--- config.mk ---
export PLATFORM = sky130hd
export DESIGN_NAME = cpxfer_dev_flat
export DESIGN_NICKNAME = d
export VERILOG_FILES = /design/src/core/cpxfer_pkg.sv /design/src/core/cpxfer_if.sv /design/src/core/cpxfer_dev.sv /design/src/flat_wrapper.sv
export SDC_FILE = /design/constraint.sdc
export NUM_CORES = 1
export LEC_CHECK = 0
export ABC_AREA = 1
export BUFFER_PORTS_ARGS = -buffer_cell sky130_fd_sc_hd__buf_2
export CAP_MARGIN = 5
export CORE_UTILIZATION = 59
export DETAILED_ROUTE_END_ITERATION = 6
export GPL_TIMING_DRIVEN = 0
export PLACE_DENSITY = 0.84
export SETUP_SLACK_MARGIN = 0.4
export SYNTH_ARGS = -nofsm -noshare
export SYNTH_HDL_FRONTEND = slang
export SYNTH_SLANG_ARGS = --single-unit
--- constraint.sdc ---
create_clock -name pclk -period 4.4 [get_ports pclk]
set_input_delay 0.44 -clock pclk [delete_from_list [all_inputs] [get_ports pclk]]
set_output_delay 0.44 -clock pclk [all_outputs]
set_load 0.03 [all_outputs]
--- src/core/cpxfer_pkg.sv ---
// Purpose: Shared constants for the coprocessor data transfer link.
// Assumes: One clock domain, pclk at 20 MHz.
// Notes: Instruction field positions, register map and reset values.
package cpxfer_pkg;
    // ==========================================================
    // Instruction fields
    localparam int OFFSET_LSB = 0;
    localparam int OFFSET_W = 8;
    localparam int OFFSET_SHIFT = 2;
    localparam int CPNUM_LSB = 8;
    localparam int FIELD4_W = 4;
    localparam int DEST_LSB = 12;
    localparam int BASE_LSB = 16;
    localparam int LOAD_BIT = 20;
    localparam int WB_BIT = 21;
    localparam int LEN_BIT = 22;
    localparam int UP_BIT = 23;
    localparam int PRE_BIT = 24;
    localparam logic [3:0] PC_REG_NUM = 4'h0f;
    localparam logic [31:0] PC_AHEAD = 32'h0000_0008;
    localparam logic [31:0] PC_MASK = 32'h03ff_fffc;
    localparam int ADDR_W = 26;
    localparam logic [ADDR_W-1:0] WORD_STEP = 26'h000_0004;
    localparam int LONG_WORDS = 16;
    localparam int SELECT_TIMEOUT = 8;
    // ==========================================================
    // Register map
    localparam logic [7:0] CTRL_OFS = 8'h00;
    localparam logic [7:0] INSTR_OFS = 8'h04;
    localparam logic [7:0] BASE_IN_OFS = 8'h08;
    localparam logic [7:0] PC_IN_OFS = 8'h0c;
    localparam logic [7:0] STATUS_OFS = 8'h10;
    localparam logic [7:0] BASE_OUT_OFS = 8'h14;
    localparam logic [7:0] ADDR_OFS = 8'h18;
    localparam logic [7:0] IRQ_STAT_OFS = 8'h1c;
    localparam logic [7:0] IRQ_MASK_OFS = 8'h20;
    localparam int CTRL_START_BIT = 0;
    localparam int CTRL_CACHE_BIT = 1;
    localparam int CTRL_PRIV_BIT = 2;
    localparam int STAT_BUSY_BIT = 0;
    localparam int STAT_WB_BIT = 1;
    localparam int IRQ_W = 4;
    localparam int IRQ_DONE_BIT = 0;
    localparam int IRQ_ADDR_EXC_BIT = 1;
    localparam int IRQ_ABORT_BIT = 2;
    localparam int IRQ_NOCP_BIT = 3;
    localparam logic [31:0] REG_RESET = 32'h0000_0000;
endpackage

--- src/core/cpxfer_if.sv ---
// Purpose: Link between the processor transfer end and the coprocessor/memory end.
// Assumes: Both ends run on pclk.
// Notes: The shared data bus is resolved here from the two output enables.
interface cpxfer_if (
    input wire logic pclk,
    input wire logic presetn
);
    logic cp_sel;
    logic [31:0] instr;
    logic cp_accept;
    logic mem_req;
    logic mem_write;
    logic [25:0] addr;
    logic user_translate_n;
    logic cache_en;
    logic mem_ack;
    logic mem_abort;
    logic last_word;
    logic data_bus_enable_in;
    logic [31:0] cp_store_data;
    logic [31:0] dev_bus_d;
    logic dev_bus_oe;
    logic [31:0] far_bus_d;
    logic far_bus_oe;
    wire [31:0] data_bus;

    // ==========================================================
    // Bus resolution
    assign data_bus = dev_bus_oe ? dev_bus_d : (far_bus_oe ? far_bus_d : 32'h0000_0000);

    modport dev (
        input pclk, presetn, cp_accept, mem_ack, mem_abort, last_word,
        input data_bus_enable_in, cp_store_data, data_bus,
        output cp_sel, instr, mem_req, mem_write, addr, user_translate_n, cache_en,
        output dev_bus_d, dev_bus_oe
    );
    modport far (
        input pclk, presetn, cp_sel, instr, mem_req, mem_write, addr,
        input user_translate_n, cache_en, dev_bus_oe, data_bus,
        output cp_accept, mem_ack, mem_abort, last_word, data_bus_enable_in,
        output cp_store_data, far_bus_d, far_bus_oe
    );
endinterface

--- src/core/cpxfer_dev.sv ---
// Purpose: Processor end of coprocessor load/store transfers with APB control.
// Assumes: Base register and PC values are supplied by software via registers.
// Notes: Each word takes three cycles: a request cycle, a wait cycle and an answer cycle.
// Operation
// - Coprocessor answers only its own number
// - Bit 22 picks short or long transfer
// - Destination field names first register moved
// - Eight-bit offset shifted left two bits
// - Up bit adds offset, else subtracts
// - Pre bit applies offset before use
// - Pre-indexed writes base back when W set
// - Post-indexed always writes base back
// - First word at base, then plus four
// - PC base: no flags, eight ahead
// - Privileged post-indexed W drives translate pin low
// - Trap only on first address; later wrap
// - Check only the address actually used
// - Abort: trap, still write base back
// - Coprocessor survives or detects abort
// - Cache read on loads, updated on stores
// - Cache off store drives bus in latent cycle
// - Others keep bus off in latent cycle
module cpxfer_dev (
    // APB slave
    input wire logic pclk,
    input wire logic presetn,
    input wire logic psel,
    input wire logic penable,
    input wire logic pwrite,
    input wire logic [7:0] paddr,
    input wire logic [31:0] pwdata,
    output logic [31:0] prdata,
    output logic pready,
    output logic pslverr,
    // Interrupt
    output logic irq,
    // Link
    cpxfer_if.dev lnk
);
    typedef enum logic [2:0] {IDLE, SELECT, LATENT, XFER, WAIT} xfer_state_e;

    xfer_state_e state_reg;
    logic [31:0] ctrl_reg;
    logic [31:0] instr_reg;
    logic [31:0] base_in_reg;
    logic [31:0] pc_in_reg;
    logic [31:0] base_out_reg;
    logic wb_valid_reg;
    logic [3:0] irq_stat_reg;
    logic [3:0] irq_mask_reg;
    logic [3:0] irq_set;
    logic [3:0] tmo_reg;
    logic [31:0] mod_base_reg;
    logic write_back_reg;
    logic start;
    logic setup_ok;
    logic access;
    logic [31:0] base_eff;
    logic [31:0] offset;
    logic [31:0] mod_base;
    logic [31:0] first_addr;
    logic is_store;

    assign access = psel && penable;
    assign start = access && pwrite && paddr == cpxfer_pkg::CTRL_OFS &&
        pwdata[cpxfer_pkg::CTRL_START_BIT] && state_reg == IDLE;
    assign setup_ok = 1'b1;
    assign is_store = !instr_reg[cpxfer_pkg::LOAD_BIT];

    // ==========================================================
    // Address generation
    always_comb begin
        if (instr_reg[cpxfer_pkg::BASE_LSB +: cpxfer_pkg::FIELD4_W] ==
            cpxfer_pkg::PC_REG_NUM) begin
            base_eff = (pc_in_reg & cpxfer_pkg::PC_MASK) + cpxfer_pkg::PC_AHEAD;
        end else begin
            base_eff = base_in_reg;
        end
        offset = {22'h00_0000, instr_reg[cpxfer_pkg::OFFSET_LSB +: cpxfer_pkg::OFFSET_W],
            2'b00};
        if (instr_reg[cpxfer_pkg::UP_BIT]) begin
            mod_base = base_eff + offset;
        end else begin
            mod_base = base_eff - offset;
        end
        first_addr = instr_reg[cpxfer_pkg::PRE_BIT] ? mod_base : base_eff;
    end

    // ==========================================================
    // Transfer sequencer
    always_ff @(posedge pclk or negedge presetn) begin
        if (!presetn) begin
            state_reg <= IDLE;
            tmo_reg <= 4'h0;
            mod_base_reg <= cpxfer_pkg::REG_RESET;
            write_back_reg <= 1'b0;
            base_out_reg <= cpxfer_pkg::REG_RESET;
            wb_valid_reg <= 1'b0;
            irq_set <= 4'h0;
            lnk.cp_sel <= 1'b0;
            lnk.instr <= cpxfer_pkg::REG_RESET;
            lnk.mem_req <= 1'b0;
            lnk.mem_write <= 1'b0;
            lnk.addr <= 26'h000_0000;
            lnk.user_translate_n <= 1'b1;
            lnk.cache_en <= 1'b0;
            lnk.dev_bus_oe <= 1'b0;
            lnk.dev_bus_d <= cpxfer_pkg::REG_RESET;
        end else begin
            irq_set <= 4'h0;
            lnk.mem_req <= 1'b0;
            lnk.dev_bus_oe <= 1'b0;
            lnk.user_translate_n <= 1'b1;
            case (state_reg)
                IDLE: begin
                    if (start) begin
                        wb_valid_reg <= 1'b0;
                        mod_base_reg <= mod_base;
                        write_back_reg <= !instr_reg[cpxfer_pkg::PRE_BIT] ||
                            instr_reg[cpxfer_pkg::WB_BIT];
                        lnk.addr <= first_addr[cpxfer_pkg::ADDR_W-1:0];
                        lnk.instr <= instr_reg;
                        lnk.mem_write <= is_store;
                        lnk.cache_en <= pwdata[cpxfer_pkg::CTRL_CACHE_BIT];
                        if (first_addr[31:cpxfer_pkg::ADDR_W] != 6'h00) begin
                            irq_set[cpxfer_pkg::IRQ_ADDR_EXC_BIT] <= 1'b1;
                        end else begin
                            lnk.cp_sel <= 1'b1;
                            tmo_reg <= 4'h0;
                            state_reg <= SELECT;
                        end
                    end
                end
                SELECT: begin
                    if (lnk.cp_accept) begin
                        lnk.cp_sel <= 1'b0;
                        state_reg <= LATENT;
                        lnk.dev_bus_d <= lnk.cp_store_data;
                        lnk.dev_bus_oe <= is_store && !lnk.cache_en &&
                            lnk.data_bus_enable_in;
                    end else if (tmo_reg == 4'(cpxfer_pkg::SELECT_TIMEOUT - 1)) begin
                        lnk.cp_sel <= 1'b0;
                        irq_set[cpxfer_pkg::IRQ_NOCP_BIT] <= 1'b1;
                        state_reg <= IDLE;
                    end else begin
                        tmo_reg <= tmo_reg + 4'h1;
                    end
                end
                LATENT: begin
                    lnk.mem_req <= 1'b1;
                    lnk.dev_bus_d <= lnk.cp_store_data;
                    lnk.dev_bus_oe <= is_store && lnk.data_bus_enable_in;
                    lnk.user_translate_n <= !(ctrl_reg[cpxfer_pkg::CTRL_PRIV_BIT] &&
                        !instr_reg[cpxfer_pkg::PRE_BIT] && instr_reg[cpxfer_pkg::WB_BIT]);
                    state_reg <= XFER;
                end
                XFER: begin
                    state_reg <= WAIT;
                end
                WAIT: begin
                    if (lnk.mem_ack) begin
                        if (lnk.mem_abort || lnk.last_word) begin
                            if (write_back_reg) begin
                                base_out_reg <= mod_base_reg;
                                wb_valid_reg <= 1'b1;
                            end
                            if (lnk.mem_abort) begin
                                irq_set[cpxfer_pkg::IRQ_ABORT_BIT] <= 1'b1;
                            end else begin
                                irq_set[cpxfer_pkg::IRQ_DONE_BIT] <= 1'b1;
                            end
                            state_reg <= IDLE;
                        end else begin
                            lnk.addr <= lnk.addr + cpxfer_pkg::WORD_STEP;
                            state_reg <= LATENT;
                        end
                    end
                end
                default: begin
                    state_reg <= IDLE;
                end
            endcase
        end
    end

    // ==========================================================
    // Software registers
    always_ff @(posedge pclk or negedge presetn) begin
        if (!presetn) begin
            ctrl_reg <= cpxfer_pkg::REG_RESET;
            instr_reg <= cpxfer_pkg::REG_RESET;
            base_in_reg <= cpxfer_pkg::REG_RESET;
            pc_in_reg <= cpxfer_pkg::REG_RESET;
            irq_mask_reg <= 4'h0;
        end else if (access && pwrite) begin
            if (paddr == cpxfer_pkg::CTRL_OFS) begin
                ctrl_reg <= {pwdata[31:1], 1'b0};
            end else if (paddr == cpxfer_pkg::INSTR_OFS && state_reg == IDLE) begin
                instr_reg <= pwdata;
            end else if (paddr == cpxfer_pkg::BASE_IN_OFS && state_reg == IDLE) begin
                base_in_reg <= pwdata;
            end else if (paddr == cpxfer_pkg::PC_IN_OFS && state_reg == IDLE) begin
                pc_in_reg <= pwdata;
            end else if (paddr == cpxfer_pkg::IRQ_MASK_OFS) begin
                irq_mask_reg <= pwdata[cpxfer_pkg::IRQ_W-1:0];
            end
        end
    end

    // ==========================================================
    // Interrupt status, cleared by reading; a new event wins.
    always_ff @(posedge pclk or negedge presetn) begin
        if (!presetn) begin
            irq_stat_reg <= 4'h0;
        end else if (access && !pwrite && paddr == cpxfer_pkg::IRQ_STAT_OFS) begin
            irq_stat_reg <= irq_set;
        end else begin
            irq_stat_reg <= irq_stat_reg | irq_set;
        end
    end

    always_ff @(posedge pclk or negedge presetn) begin
        if (!presetn) begin
            irq <= 1'b0;
        end else begin
            irq <= |((irq_stat_reg | irq_set) & irq_mask_reg);
        end
    end

    // ==========================================================
    // Read data and answer, given in the setup cycle for a zero-wait access.
    always_ff @(posedge pclk or negedge presetn) begin
        if (!presetn) begin
            prdata <= cpxfer_pkg::REG_RESET;
            pready <= 1'b0;
            pslverr <= 1'b0;
        end else begin
            pready <= psel && !penable && setup_ok;
            pslverr <= 1'b0;
            prdata <= cpxfer_pkg::REG_RESET;
            if (psel && !penable) begin
                if (paddr == cpxfer_pkg::CTRL_OFS) begin
                    prdata <= ctrl_reg;
                end else if (paddr == cpxfer_pkg::INSTR_OFS) begin
                    prdata <= instr_reg;
                end else if (paddr == cpxfer_pkg::BASE_IN_OFS) begin
                    prdata <= base_in_reg;
                end else if (paddr == cpxfer_pkg::PC_IN_OFS) begin
                    prdata <= pc_in_reg;
                end else if (paddr == cpxfer_pkg::STATUS_OFS) begin
                    prdata <= {30'h0000_0000, wb_valid_reg, state_reg != IDLE};
                end else if (paddr == cpxfer_pkg::BASE_OUT_OFS) begin
                    prdata <= base_out_reg;
                end else if (paddr == cpxfer_pkg::ADDR_OFS) begin
                    prdata <= {6'h00, lnk.addr};
                end else if (paddr == cpxfer_pkg::IRQ_STAT_OFS) begin
                    prdata <= {28'h000_0000, irq_stat_reg};
                end else if (paddr == cpxfer_pkg::IRQ_MASK_OFS) begin
                    prdata <= {28'h000_0000, irq_mask_reg};
                end else begin
                    pslverr <= 1'b1;
                end
            end
        end
    end
endmodule

--- src/flat_wrapper.sv ---
// flat-port wrapper written by rule: the top's interface ports become plain ports
module cpxfer_dev_flat 
  (pclk, presetn, psel, penable, pwrite, paddr, pwdata, prdata, pready, pslverr, irq, lnk_cp_accept, lnk_mem_ack, lnk_mem_abort, lnk_last_word, lnk_data_bus_enable_in, lnk_cp_store_data, lnk_cp_sel, lnk_instr, lnk_mem_req, lnk_mem_write, lnk_addr, lnk_user_translate_n, lnk_cache_en, lnk_dev_bus_d, lnk_dev_bus_oe);
  cpxfer_if lnk_i (.pclk(pclk), .presetn(presetn));
  input wire logic pclk;
  input wire logic presetn;
  input wire logic psel;
  input wire logic penable;
  input wire logic pwrite;
  input wire logic [7:0] paddr;
  input wire logic [31:0] pwdata;
  output logic [31:0] prdata;
  output logic pready;
  output logic pslverr;
  output logic irq;
  input wire logic [$bits(lnk_i.cp_accept)-1:0] lnk_cp_accept;
  input wire logic [$bits(lnk_i.mem_ack)-1:0] lnk_mem_ack;
  input wire logic [$bits(lnk_i.mem_abort)-1:0] lnk_mem_abort;
  input wire logic [$bits(lnk_i.last_word)-1:0] lnk_last_word;
  input wire logic [$bits(lnk_i.data_bus_enable_in)-1:0] lnk_data_bus_enable_in;
  input wire logic [$bits(lnk_i.cp_store_data)-1:0] lnk_cp_store_data;
  output wire logic [$bits(lnk_i.cp_sel)-1:0] lnk_cp_sel;
  output wire logic [$bits(lnk_i.instr)-1:0] lnk_instr;
  output wire logic [$bits(lnk_i.mem_req)-1:0] lnk_mem_req;
  output wire logic [$bits(lnk_i.mem_write)-1:0] lnk_mem_write;
  output wire logic [$bits(lnk_i.addr)-1:0] lnk_addr;
  output wire logic [$bits(lnk_i.user_translate_n)-1:0] lnk_user_translate_n;
  output wire logic [$bits(lnk_i.cache_en)-1:0] lnk_cache_en;
  output wire logic [$bits(lnk_i.dev_bus_d)-1:0] lnk_dev_bus_d;
  output wire logic [$bits(lnk_i.dev_bus_oe)-1:0] lnk_dev_bus_oe;
  assign lnk_i.cp_accept = lnk_cp_accept;
  assign lnk_i.mem_ack = lnk_mem_ack;
  assign lnk_i.mem_abort = lnk_mem_abort;
  assign lnk_i.last_word = lnk_last_word;
  assign lnk_i.data_bus_enable_in = lnk_data_bus_enable_in;
  assign lnk_i.cp_store_data = lnk_cp_store_data;
  assign lnk_cp_sel = lnk_i.cp_sel;
  assign lnk_instr = lnk_i.instr;
  assign lnk_mem_req = lnk_i.mem_req;
  assign lnk_mem_write = lnk_i.mem_write;
  assign lnk_addr = lnk_i.addr;
  assign lnk_user_translate_n = lnk_i.user_translate_n;
  assign lnk_cache_en = lnk_i.cache_en;
  assign lnk_dev_bus_d = lnk_i.dev_bus_d;
  assign lnk_dev_bus_oe = lnk_i.dev_bus_oe;
  cpxfer_dev u_core (.pclk(pclk), .presetn(presetn), .psel(psel), .penable(penable), .pwrite(pwrite), .paddr(paddr), .pwdata(pwdata), .prdata(prdata), .pready(pready), .pslverr(pslverr), .irq(irq), .lnk(lnk_i));
endmodule
==> flow_summary.yaml <==
timing:
  fin_crit_ns: 3.84
  fin_crit_sh: 0.873
  worstMarginPinSlew_ns: 0.936
  relative_slew_margins: 0.376
  fmax_mhz: 260
  holdWs_ns: 0.0804
  setup_repair_after_global_routing_missed_its_margin: "yes"
  hold_violations: 0
  timing_max_transition_violations_final: 0
  worst_clock_skew_ns: 0.0255
  setup_viol: 0
placement:
  globalplace.congestion: 0.993
  numPortBuffers: 212
  dp_hpwl_mm: 49.6
  placed_cells_incl_taps: 2902
  dpl-instance-area_mm2: 0.0196
outcome:
  run_status: "completed"
global_routing:
  grt_overflow: 0
  grt_pass1_wl_mm: 100
  global_route.usage.total: 0.431
  grt_pass1_vias: 17300
  grt_max_degree: 111
  antenna_found_initial: 1
clock_network:
  clock_tree.buffer_depth: 3
  root_buffer: "sky130_fd_sc_hd__clkbuf_16"
  cts.reportedPaths.clkPinSlew_ns: 0.06
  cts_tree: "yes"
  cts_inserted_buffers: 37
  clock_sink_count: 343
  cts-htree-levels: 2
  clkLatencyLatePin_ns: 0.54
floorplanning:
  io-pin-count: 213
  core_area_mm2: 0.0298
  dieHeight_um: 177
  initial_core_util: 0.603
  die_width_um: 177
  die_area_mm2: 0.0312
  rows: 63
finish:
  commonest_non_fill_non_tap_cells_in_the_layout: "713 x sky130_fd_sc_hd__nand2_1, 338 x sky130_fd_sc_hd__dfrtp_1, 272 x sky130_fd_sc_hd__o21ai_0"
  final_layout_size_suffix_gt1_frac: 0.171
  num-nets-final: 2680
  area_growth_syn_to_layout_pct: 18.5
  fin_area_mm2: 0.0213
  final_common_cell: "sky130_fd_sc_hd__nand2_1"
  fin_cells: 2982
logic_synthesis:
  synth_edf_count: 0
  synth.lib_cells_used.distinct: 59
  ys_ff_latch: 343
  synth_top_area_cell: "sky130_fd_sc_hd__dfrtp_1"
  syn-instance-count: 2297
  largest_cells_by_area_after_synthesis: "sky130_fd_sc_hd__dfrtp_1 48%, sky130_fd_sc_hd__nand2_1 15%, sky130_fd_sc_hd__o21ai_0 7.9%"
  synth_nets: 2415
  yosysWarningCount: 0
  most_used_flip_flop_cell_after_synthesis: "sky130_fd_sc_hd__dfrtp_1"
  synthDominantCellAreaShare: 0.476
  syn-mean-instance-area_um2: 7.83
  synth-async-reset-ratio: 1.00
  syn_area_mm2: 0.0180
  yosysSeqAreaShare: 0.478
setup_path:
  critical_path.top_delay_family: "simple AND/OR/NAND/NOR gates"
  setup.worst_path.start_class: "flop"
  rr_worst_depth: 25
  timing.critical_path.required_ns: 4.82
  timing.critical_path.fanout_max: 8
  worstPathArrival_ns: 4.26
  crit_cells: 25
  setup.worst_path.start: "u_core.pc_in_reg[3]$_DFFE_PN0P_"
  r2r_start: "u_core.pc_in_reg[3]$_DFFE_PN0P_"
  critical_path_class: "reg -> reg"
  most_common_cell_on_crit_path: "sky130_fd_sc_hd__nand2_1"
  critPathSlowestCell: "sky130_fd_sc_hd__dfrtp_2"
  worst-path-buf-inv: 2
  cpPeakStageDelay_ns: 0.43
  setup.worst_path.end_class: "flop"
power:
  p_leak_nw: 10.9
  cellPowerDensity_mw_per_mm2: 436
  max-vdd-ir-drop_mv: 0.648
routing:
  avgViaCountPerCell: 6.08
  drt_iter0_drc: 2312
  route.detailed.wl_per_inst_um: 22.3
  drc: 0
  postRouteWirelength_mm: 66.5
  drt_first_pass_iters: 6
  vias_post_dr: 18100
  drt.antenna.violating_nets: 0
worst_hold_path:
  hold_depth: 2
  timing.hold.worst.class: "in -> reg"
  worst_hold_startpoint: "lnk_mem_abort"
flow_run:
  max_cap_viols: 0
[stage by stage]
stage	setup TNS (ns)	setup slack, ns	total power [mW]	util
2_1_floorplan	0	1.22	5.09	-
5_1_grt	0	0.357	9.61	0.715
3_3_place_gp	-1149.44	-3.41	5.82	0.655
4_1_cts	0	0.413	9.22	0.704
3_5_place_dp	-0.634	-0.152	5.89	0.658
6_report	0	0.560	9.29	0.715
[timing repair]
item,CTS,global route
hold buffers,1,0
buffers inserted,2,8
endpoints found under the hold margin,38,0
setup endpoints to repair,28,14
pin swaps,1,7
resized for setup,15,77
[path summary, 6_finish.rpt]
path / to / slack (ns)
min in group asynchronous: u_core.base_out_reg[10]$_DFFE_PN0P_ / 0.38
setup reg to reg: u_core.tmo_reg[0]$_DFFE_PN0P_ / 0.56
hold reg to reg: u_core.lnk.instr[26]$_DFFE_PN0P_ / 0.47
hold / removal: u_core.irq_set[0]$_DFF_PN0_ / 0.08
setup / recovery: u_core.tmo_reg[0]$_DFFE_PN0P_ / 0.56
max in group asynchronous: u_core.pc_in_reg[21]$_DFFE_PN0P_ / 2.70
[synth_stat cells (3+ instances only)]
| master | number |
|---|---|
| sky130_fd_sc_hd__a21boi_1 | 6 |
| sky130_fd_sc_hd__a21oi_1 | 90 |
| sky130_fd_sc_hd__a22oi_1 | 6 |
| sky130_fd_sc_hd__a31oi_1 | 9 |
| sky130_fd_sc_hd__a32oi_1 | 3 |
| sky130_fd_sc_hd__buf_2 | 22 |
| sky130_fd_sc_hd__buf_4 | 4 |
| sky130_fd_sc_hd__buf_6 | 3 |
| sky130_fd_sc_hd__clkbuf_1 | 66 |
| sky130_fd_sc_hd__clkinv_1 | 3 |
| sky130_fd_sc_hd__dfrtp_1 | 342 |
| sky130_fd_sc_hd__ha_1 | 35 |
| sky130_fd_sc_hd__inv_1 | 249 |
| sky130_fd_sc_hd__inv_2 | 5 |
| sky130_fd_sc_hd__mux2_2 | 17 |
| sky130_fd_sc_hd__nand2_1 | 724 |
| sky130_fd_sc_hd__nand2_2 | 7 |
| sky130_fd_sc_hd__nand3_1 | 82 |
| sky130_fd_sc_hd__nand3_2 | 4 |
| sky130_fd_sc_hd__nand3b_1 | 5 |
| sky130_fd_sc_hd__nand4_1 | 12 |
| sky130_fd_sc_hd__nor2_1 | 122 |
| sky130_fd_sc_hd__nor2_2 | 6 |
| sky130_fd_sc_hd__nor2_4 | 4 |
| sky130_fd_sc_hd__nor3_1 | 17 |
| sky130_fd_sc_hd__nor3_2 | 3 |
| sky130_fd_sc_hd__nor3_4 | 3 |
| sky130_fd_sc_hd__nor4_1 | 6 |
| sky130_fd_sc_hd__o2111ai_1 | 17 |
| sky130_fd_sc_hd__o211ai_1 | 18 |
| sky130_fd_sc_hd__o21a_1 | 5 |
| sky130_fd_sc_hd__o21ai_0 | 285 |
| sky130_fd_sc_hd__o21ai_1 | 17 |
| sky130_fd_sc_hd__o21bai_1 | 4 |
| sky130_fd_sc_hd__o221ai_1 | 27 |
| sky130_fd_sc_hd__or2_2 | 4 |
| sky130_fd_sc_hd__xnor2_1 | 14 |
| sky130_fd_sc_hd__xor2_1 | 21 |
[cell type report]
cell class	instances	area, um2
Timing Repair Buffer	226	1240
Tap cell	390	488
Fill cell	2335	8500
Inverter	257	970
Antenna cell	2	5.00
Clock inverter	16	244
Buffer	98	444
Sequential cell	343	8590
Clock buffer	51	1070
Multi-Input combinational cell	1599	8250
[report_power, final]
group          total, mW  switching, mW  internal [mW]
clock               3.38           1.36           2.02
combinational       2.21           1.57          0.633
sequential          3.71          0.279           3.43
total               9.29           3.21           6.08
[logic make-up after synthesis]
kind of cell	synth area share
AO/OA/AOI/OAI	0.159
XOR/XNOR	0.0171
adder cells (fa/ha/maj)	0.0255
buffers and inverters	0.0779
flip-flops	0.478
multiplexers	0.0106
AND/OR/NAND/NOR	0.232
[routing by layer]
| layer | routed length, um | track usage |
|---|---|---|
| met1 | 25600 | 0.564 |
| met2 | 29800 | 0.673 |
| met3 | 7090 | 0.0881 |
| met4 | 4020 | 0.232 |
| met5 | 0 | 0 |
Power figures use the tool's default switching activity.
